--- src/rtl/shp_consts.svh ---
// Overview of operation
// RULE_01 - Only single accesses are served; page and burst transfers are not supported.
// RULE_02 - A 24-bit byte address is decoded; pins carry bits 23 down to 1.
// RULE_03 - The lower 8MB reaches configuration registers; the upper 8MB reaches frame memory.
// RULE_04 - Direct 16-bit, indirect 8-bit and indirect 16-bit modes exist as protocol variants.
// RULE_05 - One of eight variants is chosen at trapping from five strap inputs.
// RULE_06 - The board holds both configuration straps, address-valid and bus-clock straps low.
// RULE_07 - Direct mode uses separate address and data; each cycle moves one 16-bit word.
// RULE_08 - Separate active-low read and write strobes control the cycle direction.
// RULE_09 - A falling read or write strobe drives the stretch output low.
// RULE_10 - The host keeps the cycle open while the stretch signal is low.
// RULE_11 - The host enables wait handling on the chip-select bank used here.
// RULE_12 - The host sets address and chip select 30 ns before the strobe.
// RULE_13 - Without wait handling, the write strobe stays active for 150 ns.
// RULE_14 - Without wait handling, the read strobe stays active for 280 ns.
// RULE_15 - The host holds address 30 ns after the strobe, then 30 ns turnaround.
// RULE_16 - Byte-enable inputs are ignored in the direct read and write cycles.
// RULE_17 - The chip reset acts asynchronously and resets the whole port.
// RULE_18 - The reference clock comes from the oscillator input at 32K or 13MHz.
// RULE_19 - Stretch is released only when write data is taken or read data is valid.
`ifndef SHP_CONSTS_SVH
`define SHP_CONSTS_SVH

`define SHP_ADDR_W 24
`define SHP_DATA_W 16
`define SHP_REGION_BIT 23
`define SHP_VARIANT_W 3
`define SHP_RDATA_RST 16'h0000
`define SHP_CLK_PERIOD_NS 20
`define SHP_HOLD_NS 30
`define SHP_HOLD_CYC (((`SHP_HOLD_NS) + (`SHP_CLK_PERIOD_NS) - 1) / (`SHP_CLK_PERIOD_NS))

`endif

--- src/rtl/shp_pkg.sv ---
package shp_pkg;

    typedef enum logic [1:0] {
        SHP_ST_IDLE,
        SHP_ST_ACCESS,
        SHP_ST_DONE
    } shp_state_e;

    typedef enum logic [1:0] {
        SHP_MODE_DIRECT16,
        SHP_MODE_IND16,
        SHP_MODE_IND8,
        SHP_MODE_OTHER
    } shp_mode_e;

    typedef struct packed {
        logic write;
        logic to_mem;
        logic [23:0] addr;
        logic [15:0] wdata;
    } shp_req_s;

    typedef struct packed {
        logic protocol_strap_zero;
        logic protocol_strap_one;
        logic bus_clock_strap;
        logic address_valid_strap;
        logic address_bit_ten_strap;
    } shp_strap_s;

    typedef struct packed {
        shp_state_e state;
        shp_mode_e mode;
        logic [2:0] variant;
        logic trapped;
        logic req_valid;
        shp_req_s req;
        logic [15:0] rdata;
        logic is_write;
    } shp_state_s;

endpackage : shp_pkg
--- src/rtl/shp_host_port.sv ---
`timescale 1ns/100ps
`include "shp_consts.svh"

module shp_host_port
    import shp_pkg::*;
(
    // Clock from the oscillator path, enable, chip reset
    input wire logic clk,
    input wire logic clk_en,
    input wire logic rst_n,
    // Host strobes
    input wire logic host_chip_select_n,
    input wire logic host_write_strobe_n,
    input wire logic host_read_strobe_n,
    input wire logic upper_byte_enable_n,
    input wire logic lower_byte_enable_n,
    output logic cycle_stretch_n,
    // Host address and data
    input wire logic [23:1] host_address_bus,
    input wire logic [15:0] host_data_bus_in,
    output logic [15:0] host_data_bus_out,
    output logic host_data_bus_oe,
    // Straps sampled at trapping
    input wire shp_strap_s straps,
    // Decoded protocol variant
    output logic [2:0] protocol_variant,
    output shp_mode_e protocol_mode,
    output logic trap_done,
    // Internal request side
    output logic req_valid,
    output shp_req_s req,
    input wire logic req_ready,
    input wire logic [15:0] rsp_rdata
);

    shp_state_s s_reg;
    shp_state_s s_next;
    logic strobe_low;
    logic cs_low;
    logic direct;
    logic fall;

    // RULE_05 variant map
    function automatic logic [2:0] shp_variant(input shp_strap_s st);
        shp_variant = {st.protocol_strap_one, st.protocol_strap_zero,
                       st.bus_clock_strap | st.address_valid_strap | st.address_bit_ten_strap};
    endfunction : shp_variant

    // RULE_04 mode from straps
    function automatic shp_mode_e shp_mode(input shp_strap_s st);
        if (!st.protocol_strap_one && !st.protocol_strap_zero) begin
            // RULE_06 all four low selects 80-type direct
            if (!st.bus_clock_strap && !st.address_valid_strap) begin
                shp_mode = SHP_MODE_DIRECT16;
            end else begin
                shp_mode = SHP_MODE_OTHER;
            end
        end else if (!st.protocol_strap_one) begin
            shp_mode = SHP_MODE_IND16;
        end else if (!st.protocol_strap_zero) begin
            shp_mode = SHP_MODE_IND8;
        end else begin
            shp_mode = SHP_MODE_OTHER;
        end
    endfunction : shp_mode

    assign cs_low = !host_chip_select_n;
    // RULE_08 separate strobes, no direction pin
    assign strobe_low = !host_write_strobe_n || !host_read_strobe_n;
    // Indirect variants are not served; the port stays idle in them
    assign direct = s_reg.trapped && (s_reg.mode == SHP_MODE_DIRECT16);
    assign fall = direct && cs_low && strobe_low && (s_reg.state == SHP_ST_IDLE);

    always_comb begin
        s_next = s_reg;
        if (!s_reg.trapped) begin
            // RULE_05 one-shot trapping after reset release
            s_next.trapped = 1'b1;
            s_next.variant = shp_variant(straps);
            s_next.mode = shp_mode(straps);
        end
        case (s_reg.state)
            SHP_ST_IDLE: begin
                if (fall) begin
                    // RULE_02 byte address with bit zero implied
                    s_next.req.addr = {host_address_bus, 1'b0};
                    // RULE_03 top bit splits registers from frame memory
                    s_next.req.to_mem = host_address_bus[`SHP_REGION_BIT];
                    s_next.req.write = !host_write_strobe_n;
                    // RULE_07 one full word per cycle
                    s_next.req.wdata = host_data_bus_in;
                    s_next.is_write = !host_write_strobe_n;
                    s_next.req_valid = 1'b1;
                    s_next.state = SHP_ST_ACCESS;
                end
            end
            SHP_ST_ACCESS: begin
                if (req_ready) begin
                    s_next.req_valid = 1'b0;
                    if (!s_reg.is_write) begin
                        s_next.rdata = rsp_rdata;
                    end
                    s_next.state = SHP_ST_DONE;
                end
            end
            SHP_ST_DONE: begin
                // RULE_01 one access per strobe, no bursts
                if (!strobe_low || !cs_low) begin
                    s_next.state = SHP_ST_IDLE;
                end
            end
            default: begin
                s_next.state = SHP_ST_IDLE;
            end
        endcase
        if (!clk_en) begin
            s_next = s_reg;
        end
    end

    // RULE_17 chip reset acts without the clock
    // Asynchronous so a stopped oscillator cannot hold off reset
    always_ff @(posedge clk or negedge rst_n) begin
        if (!rst_n) begin
            s_reg <= '{state: SHP_ST_IDLE, mode: SHP_MODE_OTHER, variant: 3'h0, trapped: 1'b0,
                       req_valid: 1'b0, req: '0, rdata: `SHP_RDATA_RST, is_write: 1'b0};
        end else begin
            s_reg <= s_next;
        end
    end

    // RULE_09 stretch from the strobe edge onward
    // RULE_19 released only once the word is taken or read data is out
    // Combinational so wait shows in the strobe's own cycle; costs a pin-to-pin path
    assign cycle_stretch_n = !(direct && cs_low && strobe_low && (s_reg.state != SHP_ST_DONE));

    // RULE_16 byte enables do not enter any decode
    assign host_data_bus_out = s_reg.rdata;
    assign host_data_bus_oe = direct && cs_low && !host_read_strobe_n && (s_reg.state == SHP_ST_DONE)
                              && !s_reg.is_write;

    assign protocol_variant = s_reg.variant;
    assign protocol_mode = s_reg.mode;
    assign trap_done = s_reg.trapped;
    assign req_valid = s_reg.req_valid;
    assign req = s_reg.req;

    // RULE_18 clock period used for derived counts
    localparam int HOLD_CYC = `SHP_HOLD_CYC;
endmodule : shp_host_port

--- config.mk ---
export PLATFORM = sky130hd
export DESIGN_NAME = shp_host_port
export DESIGN_NICKNAME = d
export VERILOG_FILES = /design/src/rtl/shp_pkg.sv /design/src/rtl/shp_host_port.sv
export VERILOG_INCLUDE_DIRS = /design/src /design/src/rtl
export SDC_FILE = /design/constraint.sdc
export NUM_CORES = 1
export LEC_CHECK = 0
export BUFFER_PORTS_ARGS = -buffer_cell sky130_fd_sc_hd__buf_4
export CORE_MARGIN = 4
export CORE_UTILIZATION = 45
export DETAILED_ROUTE_END_ITERATION = 8
export GPL_TIMING_DRIVEN = 0
export PLACE_DENSITY = 0.76
export SLEW_MARGIN = 40
export SYNTH_ARGS = -nofsm -noshare
export SYNTH_HDL_FRONTEND = slang
export SYNTH_SLANG_ARGS = --single-unit
--- constraint.sdc ---
create_clock -name clk -period 2.65 [get_ports clk]
set_input_delay 0.1325 -clock clk [delete_from_list [all_inputs] [get_ports clk]]
set_output_delay 0.1325 -clock clk [all_outputs]
set_load 0.02 [all_outputs]
# Word-level counts from Yosys, hierarchy flattened
# Index checks and enable logic that the tools add are counted.
[totals]
ff_bits = 66
latch_bits = 0
ram_bits = 0
mem_bits_ro = 0
in_bits = 69
output_inout_bits = 67
wordCells = 61
mem_count = 0
[classes]
add_sub_neg = 0
mul = 0
n_div = 0
magnitude_cmp = 0
n_eq_ne = 6
shift = 0
n_mux = 11
n_bitwise = 4
n_reduce_logical = 30
[op_table]
columns = ["operator", "n"]
rows = [
  ["$mux 43", 1],
  ["$mux 2", 6],
  ["$reduce_and 4->1", 3],
  ["$logic_and 1x1->1", 10],
  ["$logic_not 1->1", 10],
  ["$ne 2x2->1 const B", 4],
  ["$pmux 2 s3", 1],
  ["$logic_not 2->1", 2],
  ["$reduce_and 3->1", 1],
  ["$eq 2x1->1 const B", 1],
  ["$eq 2x2->1 const B", 1],
  ["$logic_or 1x1->1", 2],
  ["$mux 1", 2],
  ["$not 1->1", 2],
  ["$or 1x1->1", 2],
  ["$pmux 1 s2", 1],
  ["$reduce_and 2->1", 1],
  ["$reduce_bool 2->1", 1],
]

# Longest topological paths before layout
# Gate-level depths: netlist of the first run.
[logic_depth]
word_depth = 7
mapped_depth = 5
depth_no_buf = 3

# Worst setup path after synthesis of the first run
# OpenSTA, ideal clock, no wires.
[synth_timing]
kind = "register -> register"
from = "register s_reg, in the netlist trap_done"
to = "register s_reg, in the netlist req[0]"
setup_time_ns = 0.125
t_arrival_ns = 2.014
required_time_ns = 2.525
setup_slack_ns = 0.511
stages_incl_launch_ff = 6
path_buffers = 2
period_less_slack_ns = 2.139
path_cell_list = "dfrtp_1 or4b_4 or4_4 buf_6 buf_12 mux2_4"
[synth_between]
elab_chain_cells = 5
[synth_lines]
columns = ["element", "line_no", "rtl"]
rows = [
  ["start, declared", "shp_host_port.sv:36", "shp_state_s s_reg;"],
  ["start signal, assigned", "shp_host_port.sv:125", "s_reg <= '{state: SHP_ST_IDLE, mode: SHP_MODE_OTHER, variant: 3'h0, trapped: 1'b0,"],
  ["start signal, assigned", "shp_host_port.sv:128", "s_reg <= s_next;"],
  ["$logic_and 1x1->1", "shp_host_port.sv:71", "assign direct = s_reg.trapped && (s_reg.mode == SHP_MODE_DIRECT16);"],
  ["$logic_and 1x1->1 (3 in a row)", "shp_host_port.sv:72", "assign fall = direct && cs_low && strobe_low && (s_reg.state == SHP_ST_IDLE);"],
  ["$reduce_and 3->1 (no source line)", "--", ""],
]
# Every way passes these cells.
# A chain may end at the register's enable or synchronous reset.

# Worst setup path in the final report of the first run
[layout_timing]
from = "register s_reg[67] (netlist name)"
to = "register s_reg, in the netlist host_data_bus_out[7]"
[layout_between]
elab_chain_cells = 2
[layout_lines]
columns = ["element", "line_no", "rtl"]
rows = [
  ["$eq 2x1->1", "shp_host_port.sv:82", "case (s_reg.state)"],
  ["$reduce_and 4->1 (no source line)", "--", ""],
]
# Every way passes these cells.

==> impl_results.md, run 1 <==
- TritonCTS clock tree: yes
- Count of fill cells added during filler insertion: 549
- Final setup slack of the worst path: 410.1 ps
- Power density over the cells: 1120 mW/mm2
- Buffer and inverter count on the worst path: 1
- Buffer count from post-CTS setup fixing: 0
- Maximum cell stage delay along the critical path: 570 ps
- Place WS: 390.6 ps
- Max-slew violation count: 0
- Endpoints failing hold: 0
- Initial detailed-routing violation count: 24
- TritonCTS Buffers: 9
- Post-detailed-route DRC marker count: 0
- Req. time, crit path: 2860 ps
- Die span in y: 92.17 um
- Layout Cells excl Fill: 474
- CP startpoint kind: register
- Detailed-routing iteration count for the pre-antenna-repair pass: 4
- Clk sinks: 65
- Starting density of the core: 46.67%
- Post-synth design cell area: 0.003188 mm2
- Post-Synthesis Net Count: 299
- H-Tree Depth: 3
- Share of synthesized area spent on multiplexers: 24.22%
- Vias per std cell: 4.333
- Status: complete, no violations
- Topmost layer with routed signal wires: met4
- Family with the most delay on the worst path: simple AND/OR/NAND/NOR gates
- Insertion delay of the later-clocked pin in the worst-skew pair: 320 ps
- Global-route usage over all layers: 15.40%
- Core Region: 0.006832 mm2
- Fin crit share: 84.53%
- Sum of negative setup slack: 0 ps
- Clock transition time at the flip-flop clock pins of the worst setup and hold paths: 70 ps
- Arrival @ worst endpoint: 2450 ps
- Post-detailed-placement half-perimeter wirelength: 4.786 mm
- Xor/xnor share of the synthesized area: 0%
- Clock skew: 7.462 ps
- Complex-gate fraction of the synthesized area: 2.002%
- Share of synthesized area occupied by flip-flops and latches: 51.10%
- Highest-count cells in the layout ignoring fill and taps: buf_4, dfrtp_1, mux2_4
- Area enclosed by the die boundary: 0.008495 mm2
- Maximum number of pins on one net before global-route repair: 66
- Buffer type at the clock tree root: clkbuf_8
- Static leakage: 2.451 nW
- Post-placement cell count: 458
- # IOs: 136
- Classification of the worst-slack hold path: primary input to register
- Via count of the first global-routing pass: 2,168
- RSZ-0062 raised after global routing: no
- Post-CTS Hold Fix Bufs: 2
- Total wire length after detailed routing: 6.388 mm
- Distinct cell type count after synthesis: 26
- Sum of overflow across all layers after global routing: 0
- Routed len/inst: 13.48 um
- Most common cell after layout, fill and taps aside: buf_4
- Post-route cell area: 0.004492 mm2
- Clock buffer depth: 2
- Slew at the pin with the worst max-slew slack: 699.1 ps
- Worst hold margin: 33.03 ps
- Die width: 92.17 um
- Antenna diode count: 0
- Dominant combinational cell family by area after synthesis: multiplexers
- Met2 WL: 3.172 mm
- Number of rows created at floorplan: 30
- Synthesized-area fraction occupied by adder cells: 0%
- Critical Path Fanout Max: 10
- Routed via count: 2,054
- Maximum vdd drop: 0.0005534 V
- Antenna viol nets, final: 0
- Number of gates resized after CTS: 0
- Post-layout nets: 444
- Fin crit period: 2240 ps
- Final total power: 5.030 mW
- Placer Congestion: 0.7102
- Headroom to the max-slew limit: 53.22%
- Global-route wire length before repair: 10.38 mm
- Post-Route M1 WL: 2.649 mm
- Wire length on met3: 489 um
- Proportion of layout cells with a drive suffix above 1: 73.02%
- Crit-path cells: nand4b_1 > nor2_1 > clkbuf_1 > mux2_2
- Crit end category: register
- Final core utilization: 65.75%
- Highest attainable clock frequency: 446.4 MHz
- Count of warnings emitted by yosys: 0
- Setup violation total in the final timing report: 0
- Area post-placement: 0.004299 mm2
- Cell at the slowest stage of the critical path: nor2_1
- Synth-to-layout area growth: 40.89%
- Setup Crit Path Kind: register to register
- Average footprint of a synthesized cell: 13.86 um2
- Number of flip-flops in the largest register: 39
- Number of register bits inferred by synthesis: 65
- Number of port buffers: 132
- Mapped Cells: 230
- Number of antenna violations at the first check in global routing: 0
- Max-cap violations: 0
- Synthesized-area fraction occupied by and/or/nand/nor cells: 4.160%
==> layout make-up <==
type,instances,area [um2],area share (%)
timing repair buffer,134,1015,22.59
buffer,70,571.8,12.73
tap,96,120.1,2.674
clock inverter,3,17.52,0.3900
clock buffer,11,151.4,3.370
sequential,65,1629,36.27
inverter,4,15.01,0.3343
multi-input combinational,91,972.2,21.64
==> power by group <==
| part | internal (mW) | total [mW] | switching [mW] |
|---|---|---|---|
| combinational | 1.60 | 2.63 | 1.04 |
| clock | 0.377 | 0.725 | 0.349 |
| sequential | 1.43 | 1.67 | 0.244 |
==> cell usage after synthesis (all sizes together) <==
library cell   n  share of area, %
buf           68                18
dfrtp         63                49
mux2          55                24
nand2          8              0.94
o21ai          7               1.1
inv            4              0.47
nand2b         3              0.59
nor2           3              0.35
a21oi          2              0.31
clkbuf         2              0.24
dfstp          2               1.6
or2            2              0.39
and2           1              0.20
conb           1              0.12
mux2i          1              0.31
nand4b         1              0.27
nor3           1              0.16
nor4           1              0.20
o211a          1              0.31
o31a           1              0.27
or2b           1              0.27
or4            1              0.35
or4b           1              0.43
==> worst paths after layout <==
path                                     startpoint              endpoint  slack [ps]  cells past startpoint
worst max-delay path                      s_reg[67]  host_data_bus_out[7]         410                      4
worst min-delay path            host_data_bus_in[9]                req[9]          30                      2
worst max register to register            s_reg[67]  host_data_bus_out[7]         410                      4
worst min register to register  protocol_variant[1]   protocol_variant[1]         490                      2
max in group asynchronous                     rst_n             trap_done        1850                      2
min in group asynchronous                     rst_n               req[15]         370                      2
==> kinds of logic (layout without fill, tap and decap cells) <==
logic type / after synthesis / after routing
buffers and inverters: 74 / 222
other: 1 / 1
DFF: 65 / 65
muxes: 56 / 56
AOI/OAI and AO/OA: 11 / 11
and+or+nand+nor: 23 / 23
==> routing by layer <==
layer | track usage, % | vias to the layer above
met3 | 5.332 | 8
li1 | - | 991
met4 | 6.188 | 0
met5 | 0 | -
met2 | 25.61 | 75
met1 | 18.22 | 980
Power figures use the tool's default switching activity.
==> run 2, diff against run 1 <==
CORE_UTILIZATION = 43   (was 45)
clock period = 1.81 ns   (was 2.65 ns; I/O delays follow)
==> run 2 against run 1 <==
  * The run now ends with negative setup slack left
  * Via count rose by 11%
  * Fmax rose by 9.7%
  * Hold slack got worse by 16 ps
  * Count of clock-buffer cells in the layout rose by 1
  * Critical endpoint is now req[1]
  * Clock skew rose by 1.1 ps
  * Die area rose by 4.2%
  * Highest routed layer unchanged
  * Global-route usage rose by 2.0 points
  * Final area rose by 15%
  * Sequential power rose by 48%
  * Sequential cell count did not move
==> impl_results.md, run 2 (synthesis gave the netlist of run 1 again) <==
- Status: complete, but fails checks (was complete, no violations)
- Failing checks: negative setup slack
- CP startpoint kind: register (unchanged)
- Buffer type at the clock tree root: clkbuf_8 (unchanged)
- Maximum number of pins on one net before global-route repair: 66 (unchanged)
- WHS Endpoint: req[8] (was req[9])
- TritonCTS clock tree: yes (unchanged)
- Maximum vdd drop: 0.0006463 V (was 0.0005534 V)
- Clock buffer depth: 2 (unchanged)
- Clock skew: 8.568 ps (was 7.462 ps)
- Vias per std cell: 4.271 (was 4.333)
- Clk sinks: 65 (unchanged)
- Design internal power: 5.339 mW (was 3.399 mW)
- Cell occurring most often along the worst timing path: buf_12
- Initial detailed-routing violation count: 35 (was 24)
- Number of rows created at floorplan: 31 (was 30)
- Arrival @ worst endpoint: 2240 ps (was 2450 ps)
- TritonCTS Buffers: 9 (unchanged)
- RSZ-0062 raised after global routing: yes (was no)
- Setup violation total in the final timing report: 41 (was 0)
- Classification of the worst-slack hold path: primary input to register (unchanged)
- Family with the most delay on the worst path: simple AND/OR/NAND/NOR gates (unchanged)
- Fin crit share: 112.8% (was 84.53%)
- Power density over the cells: 1523 mW/mm2 (was 1120 mW/mm2)
- Via count of the first global-routing pass: 2,483 (was 2,168)
- Share of total power consumed by net switching: 32.11% (was 32.43%)
- Routed len/inst: 14.01 um (was 13.48 um)
- Die span in y: 94.11 um (was 92.17 um)
- Post-detailed-placement half-perimeter wirelength: 4.682 mm (was 4.786 mm)
- Critical Path Fanout Max: 10 (unchanged)
- Maximum cell stage delay along the critical path: 510 ps (was 570 ps)
- Synth-to-layout area growth: 62.01% (was 40.89%)
- Clk pwr share: 17.2% (was 14.4%)
- Fin crit period: 2042 ps (was 2240 ps)
- Crit end category: register (unchanged)
- Setup slack on the worst flop-to-flop path: -230 ps (was 410 ps)
- Post-detailed-route DRC marker count: 0 (unchanged)
- Critical R2R Launch: protocol_mode[0] (was s_reg[67])
- Setup Crit Path Kind: register to register (unchanged)
- Reg2reg end: req[1] (was host_data_bus_out[7])
- Die width: 94.11 um (was 92.17 um)
- Reg2reg path depth: 5 (was 4)
- Starting density of the core: 44.19% (was 46.67%)
- Number of port buffers: 132 (unchanged)
- Buffer and inverter count on the worst path: 2 (was 1)
- Headroom to the max-slew limit: 60.73% (was 53.22%)
- Max-cap violations: 0 (unchanged)
- Final core utilization: 71.59% (was 65.75%)
- Global-route usage over all layers: 17.37% (was 15.40%)
- Insertion delay of the later-clocked pin in the worst-skew pair: 320 ps (about the same)
- Placer Congestion: 0.7217 (was 0.7102)
- Endpoints failing hold: 0 (unchanged)
- Worst hold path depth: 2 (unchanged)
- Highest-count cells in the layout ignoring fill and taps: buf_4, dfrtp_1, dlygate4sd3_1 (was buf_4, dfrtp_1, mux2_4)
- Sum of negative setup slack: -8531 ps (was 0 ps)
- Antenna viol nets, final: 0 (unchanged)
- Post-layout nets: 501 (was 444)
- Total wire length after detailed routing: 7.509 mm (was 6.388 mm)
- Cell at the slowest stage of the critical path: or4b_4 (was nor2_1)
- Routed via count: 2,289 (was 2,054)
- # IOs: 136 (unchanged)
- Crit-path cells: or4b_4 > or4_4 > buf_12 > buf_12 > mux2_4 (was nand4b_1 > nor2_1 > clkbuf_1 > mux2_2)
- Source of the worst hold timing path: host_data_bus_in[8] (was host_data_bus_in[9])
- Global-route wire length before repair: 11.96 mm (was 10.38 mm)
- Highest attainable clock frequency: 489.8 MHz (was 446.4 MHz)
- Proportion of layout cells with a drive suffix above 1: 64.99% (was 73.02%)
- Count of fill cells added during filler insertion: 483 (was 549)
- Static leakage: 2.732 nW (was 2.451 nW)
- Max-slew violation count: 0 (unchanged)
- Area enclosed by the die boundary: 0.008856 mm2 (was 0.008495 mm2)
- Flop pwr share: 31.4% (was 33.2%)
- Slew at the pin with the worst max-slew slack: 589.0 ps (was 699.1 ps)
- Most common cell after layout, fill and taps aside: buf_4 (unchanged)
- Antenna diode count: 0 (unchanged)
- Sum of overflow across all layers after global routing: 0 (unchanged)
- Final setup slack of the worst path: -231.6 ps (was 410.1 ps)
- Req. time, crit path: 2010 ps (was 2860 ps)
- H-Tree Depth: 3 (unchanged)
- Sw Pwr: 2.526 mW (was 1.632 mW)
- Part of the power in combinational logic: 51.4% (was 52.4%)
- Number of antenna violations at the first check in global routing: 0 (unchanged)
- Detailed-routing iteration count for the pre-antenna-repair pass: 2 (was 4)
- Clock transition time at the flip-flop clock pins of the worst setup and hold paths: 60 ps (was 70 ps)
- Number of flip-flops in the largest register: 39 (unchanged)
- Core Region: 0.007214 mm2 (was 0.006832 mm2)
-- run 2: changes by cell type in the layout (fill, tap and decap cells not counted), moves of 2 or more --
cell / previous run / this run
bufinv_16: 0 / 2
clkinv_2: 2 / 0
buf_4: 194 / 197
dlygate4sd3_1: 2 / 55
-- run 2: how the worst max path moves through the flow --
stage	startpoint	end	slack (ps)	cells after the start
final	protocol_mode[0]	req[1]	-230	5
after global routing	protocol_mode[0]	req[1]	-260	5
after CTS	protocol_mode[0]	req[1]	-240	5
after detailed placement	s_reg[67]	host_data_bus_out[11]	-350	4
after global placement	s_reg[67]	host_data_bus_out[15]	-300	4
after floorplan	trap_done	req[0]	-220	5
-- run 2: layout make-up --
| cell class | instances | area (um2) | share of cell area [%] |
|---|---|---|---|
| Sequential cell | 65 | 1630 | 31.56 |
| Timing Repair Buffer | 191 | 1595 | 30.89 |
| Multi-Input combinational cell | 91 | 994.7 | 19.26 |
| Buffer | 70 | 584.3 | 11.31 |
| Clock buffer | 12 | 145.1 | 2.810 |
| Tap cell | 99 | 123.9 | 2.398 |
| Clock inverter | 4 | 76.32 | 1.478 |
| Inverter | 4 | 15.01 | 0.2907 |
-- run 2: layer usage --
metal,vias up,wire length (um),global-route usage (%)
met5,-,0,0
met4,0,90,5.656
met3,7,402,3.846
met2,77,3908,31.11
met1,1093,3107,20.50
li1,1112,-,-
-- run 2: repair_timing --
| item | CTS | global route |
|---|---|---|
| buffers inserted | 3 | 0 |
| endpoints found under the hold margin | 114 | 3 |
| gates resized for setup | 6 | 3 |
| hold buffers | 52 | 3 |
| cloned | 1 | 0 |
| pin swaps | 1 | 0 |
| setup endpoints to repair | 51 | 51 |
-- run 2: power groups by stage --
stage	Sequential (mW)	Combinational [mW]	Clock, mW
finish	2.47	4.04	1.35
global route	2.55	4.29	1.46
CTS	2.45	4.02	1.39
detailed placement	2.47	3.89	0
global placement	2.43	3.85	0
floorplan	2.38	2.65	0
-- run 2: per-stage QoR --
| step | setup WS, ps | instances | total power [mW] | hold slack (ps) | cell area, um2 |
|---|---|---|---|---|---|
| final | -231.6 | 536 | 7.865 | 16.90 | 5165 |
| after global routing | -263.6 | 536 | 8.301 | 0.07799 | 5165 |
| after CTS | -238.5 | 533 | 7.864 | 0.07011 | 5124 |
| after detailed placement | -354.3 | 461 | 6.357 | 239.2 | 4308 |
| after global placement | -303.8 | 461 | 6.284 | 236.5 | 4308 |
| after floorplan | -219.1 | 230 | 5.024 | -205.1 | 3193 |
==> run 3, diff against run 2 <==
CELL_PAD_IN_SITES_DETAIL_PLACEMENT = 1   (was default)
CELL_PAD_IN_SITES_GLOBAL_PLACEMENT = 1   (was default)
CORE_UTILIZATION = 33   (was 43)
PLACE_DENSITY = default   (was 0.76)
PLACE_DENSITY_LB_ADDON = 0.1   (was default)
RECOVER_POWER = 25   (was default)
==> run 3 against run 2 <==
  * The flow still finishes with violations (negative setup slack)
  * Combinational power about the same
  * Die area increased by 28%
  * Cell count increased by 7.3%
  * Fmax decreased by 0.53%
  * Via count increased by 4.6%
  * Wire length increased by 8.7%
  * Hold slack improved by 17 ps
  * Global-route usage decreased by 1.9 points
  * Worst setup slack got worse by 11 ps
  * Count of clock-buffer cells in the layout decreased by 1
==> impl_results.md, run 3 (synthesis gave the netlist of run 1 again) <==
- Status: complete, but fails checks (unchanged)
- Failing checks: negative setup slack (unchanged)
- Static leakage: 2.752 nW (was 2.732 nW)
- Number of flip-flops in the largest register: 39 (unchanged)
- Starting density of the core: 34.18% (was 44.19%)
- Placer Congestion: 0.6941 (was 0.7217)
- Max-cap violations: 0 (unchanged)
- Post-layout nets: 510 (was 501)
- Slew at the pin with the worst max-slew slack: 1451 ps (was 589.0 ps)
- Setup slack on the worst flop-to-flop path: -240 ps (was -230 ps)
- Clock buffer depth: 2 (unchanged)
- Routed len/inst: 14.20 um (was 14.01 um)
- Sum of negative setup slack: -8792 ps (was -8531 ps)
- Vias per std cell: 4.165 (was 4.271)
- Number of antenna violations at the first check in global routing: 0 (unchanged)
- Insertion delay of the later-clocked pin in the worst-skew pair: 340 ps (was 320 ps)
- Antenna diode count: 0 (unchanged)
- Fin crit period: 2052 ps (was 2042 ps)
- Max-slew violation count: 0 (unchanged)
- Die span in y: 106.3 um (was 94.11 um)
- Critical Path Fanout Max: 10 (unchanged)
- Reg2reg path depth: 4 (was 5)
- Most common cell after layout, fill and taps aside: buf_4 (unchanged)
- RSZ-0062 raised after global routing: yes (unchanged)
- Antenna viol nets, final: 0 (unchanged)
- Synth-to-layout area growth: 63.93% (was 62.01%)
- Headroom to the max-slew limit: 3.242% (was 60.73%)
- Final setup slack of the worst path: -242.4 ps (was -231.6 ps)
- TritonCTS clock tree: yes (unchanged)
- Critical Path Start: protocol_mode[0] (unchanged)
- Sum of overflow across all layers after global routing: 0 (unchanged)
- Setup Crit Path Kind: register to register (unchanged)
- Clock skew: 9.328 ps (was 8.568 ps)
- TritonCTS Buffers: 9 (unchanged)
- Clk sinks: 65 (unchanged)
- Routed via count: 2,395 (was 2,289)
- Fin crit share: 113.4% (was 112.8%)
- # IOs: 136 (unchanged)
- Highest attainable clock frequency: 487.2 MHz (was 489.8 MHz)
- End point of the critical path: req[13] (was req[1])
- Post-detailed-route DRC marker count: 0 (unchanged)
- Number of rows created at floorplan: 35 (was 31)
- Highest-count cells in the layout ignoring fill and taps: buf_4, dfrtp_1, dlygate4sd3_1 (unchanged)
- Crit end category: register (unchanged)
- Via count of the first global-routing pass: 2,674 (was 2,483)
- Place WS: -454.9 ps (was -354.3 ps)
- Post-detailed-placement half-perimeter wirelength: 5.281 mm (was 4.682 mm)
- Maximum number of pins on one net before global-route repair: 66 (unchanged)
- Arrival @ worst endpoint: 2270 ps (was 2240 ps)
- Initial detailed-routing violation count: 20 (was 35)
- Core Region: 0.009328 mm2 (was 0.007214 mm2)
- Endpoints failing hold: 0 (unchanged)
- Reg2reg end: req[13] (was req[1])
- Global-route wire length before repair: 13.61 mm (was 11.96 mm)
- Number of port buffers: 132 (unchanged)
- Clock transition time at the flip-flop clock pins of the worst setup and hold paths: 70 ps (was 60 ps)
- Setup violation total in the final timing report: 42 (was 41)
- H-Tree Depth: 3 (unchanged)
- Req. time, crit path: 2030 ps (was 2010 ps)
- Critical R2R Launch: protocol_mode[0] (unchanged)
- Buffer type at the clock tree root: clkbuf_8 (unchanged)
- Classification of the worst-slack hold path: primary input to register (unchanged)
- Maximum vdd drop: 0.0006457 V (was 0.0006463 V)
- Final total power: 7.762 mW (was 7.865 mW)
- Die width: 106.3 um (was 94.11 um)
- CP startpoint kind: register (unchanged)
- Detailed-routing iteration count for the pre-antenna-repair pass: 4 (was 2)
- Global-route usage over all layers: 15.46% (was 17.37%)
- Total wire length after detailed routing: 8.164 mm (was 7.509 mm)
- Power density over the cells: 1485 mW/mm2 (was 1523 mW/mm2)
- Proportion of layout cells with a drive suffix above 1: 65.25% (was 64.99%)
- Area enclosed by the die boundary: 0.01130 mm2 (was 0.008856 mm2)
run 3: cell type report:
cell class                 instances  area, um2
clock inverter                     5      55.05
inverter                           4      15.01
clock buffer                      11      141.4
timing repair buffer             201       1658
fill                             992       4101
tap                              129      161.4
sequential                        65       1630
buffer                            69      564.3
multi-input combinational         91       1001
run 3: what timing repair did:
item                                    CTS  global route
gates cloned                              0             0
hold endpoints to repair                120             1
endpoints found under the setup margin   52            53
buffers inserted                          3             7
hold buffers                             58             1
pin swaps                                 1             1
resized for setup                         7             2
run 3: worst min-delay path by stage:
stage | startpoint | cells past startpoint | end
floorplan | rst_n | 0 | host_data_bus_out[0]
global placement | rst_n | 1 | req[36]
detailed placement | rst_n | 1 | req[36]
CTS | straps[0] | 3 | protocol_variant[0]
global route | straps[4] | 3 | protocol_mode[0]
finish | straps[3] | 3 | protocol_mode[1]
run 3: power breakdown:
group	leakage, nW	total, mW	internal (mW)	switching [mW]
Combinational	1.86	4.06	2.44	1.61
Clock	0.0953	1.24	0.669	0.566
Sequential	0.794	2.47	2.09	0.384
Total	2.75	7.76	5.20	2.56
run 3: critical path, stage by stage (launching register included):
cell	delay, ps
dfstp_2	380
or4b_4	520
or4_4	530
buf_12	200
mux2_4	300
run 3: routing by layer:
metal  track usage (%)  share of wire [%]  vias up
met1             18.85                 41     1180
met5                 0                  0        -
met4             5.365                1.4        0
met2             25.52                 51       81
li1                  -                  -     1125
met3             5.222                6.1        9
run 3: through the flow:
stage	hold slack [ps]	utilization, %	instances	area (um2)
floorplan	-205.1	-	230	3193
global placement	267.5	46.59	491	4345
detailed placement	132.2	46.63	491	4349
CTS	8.958	55.31	567	5159
global route	39.27	56.03	575	5226
finish	33.83	56.03	575	5226
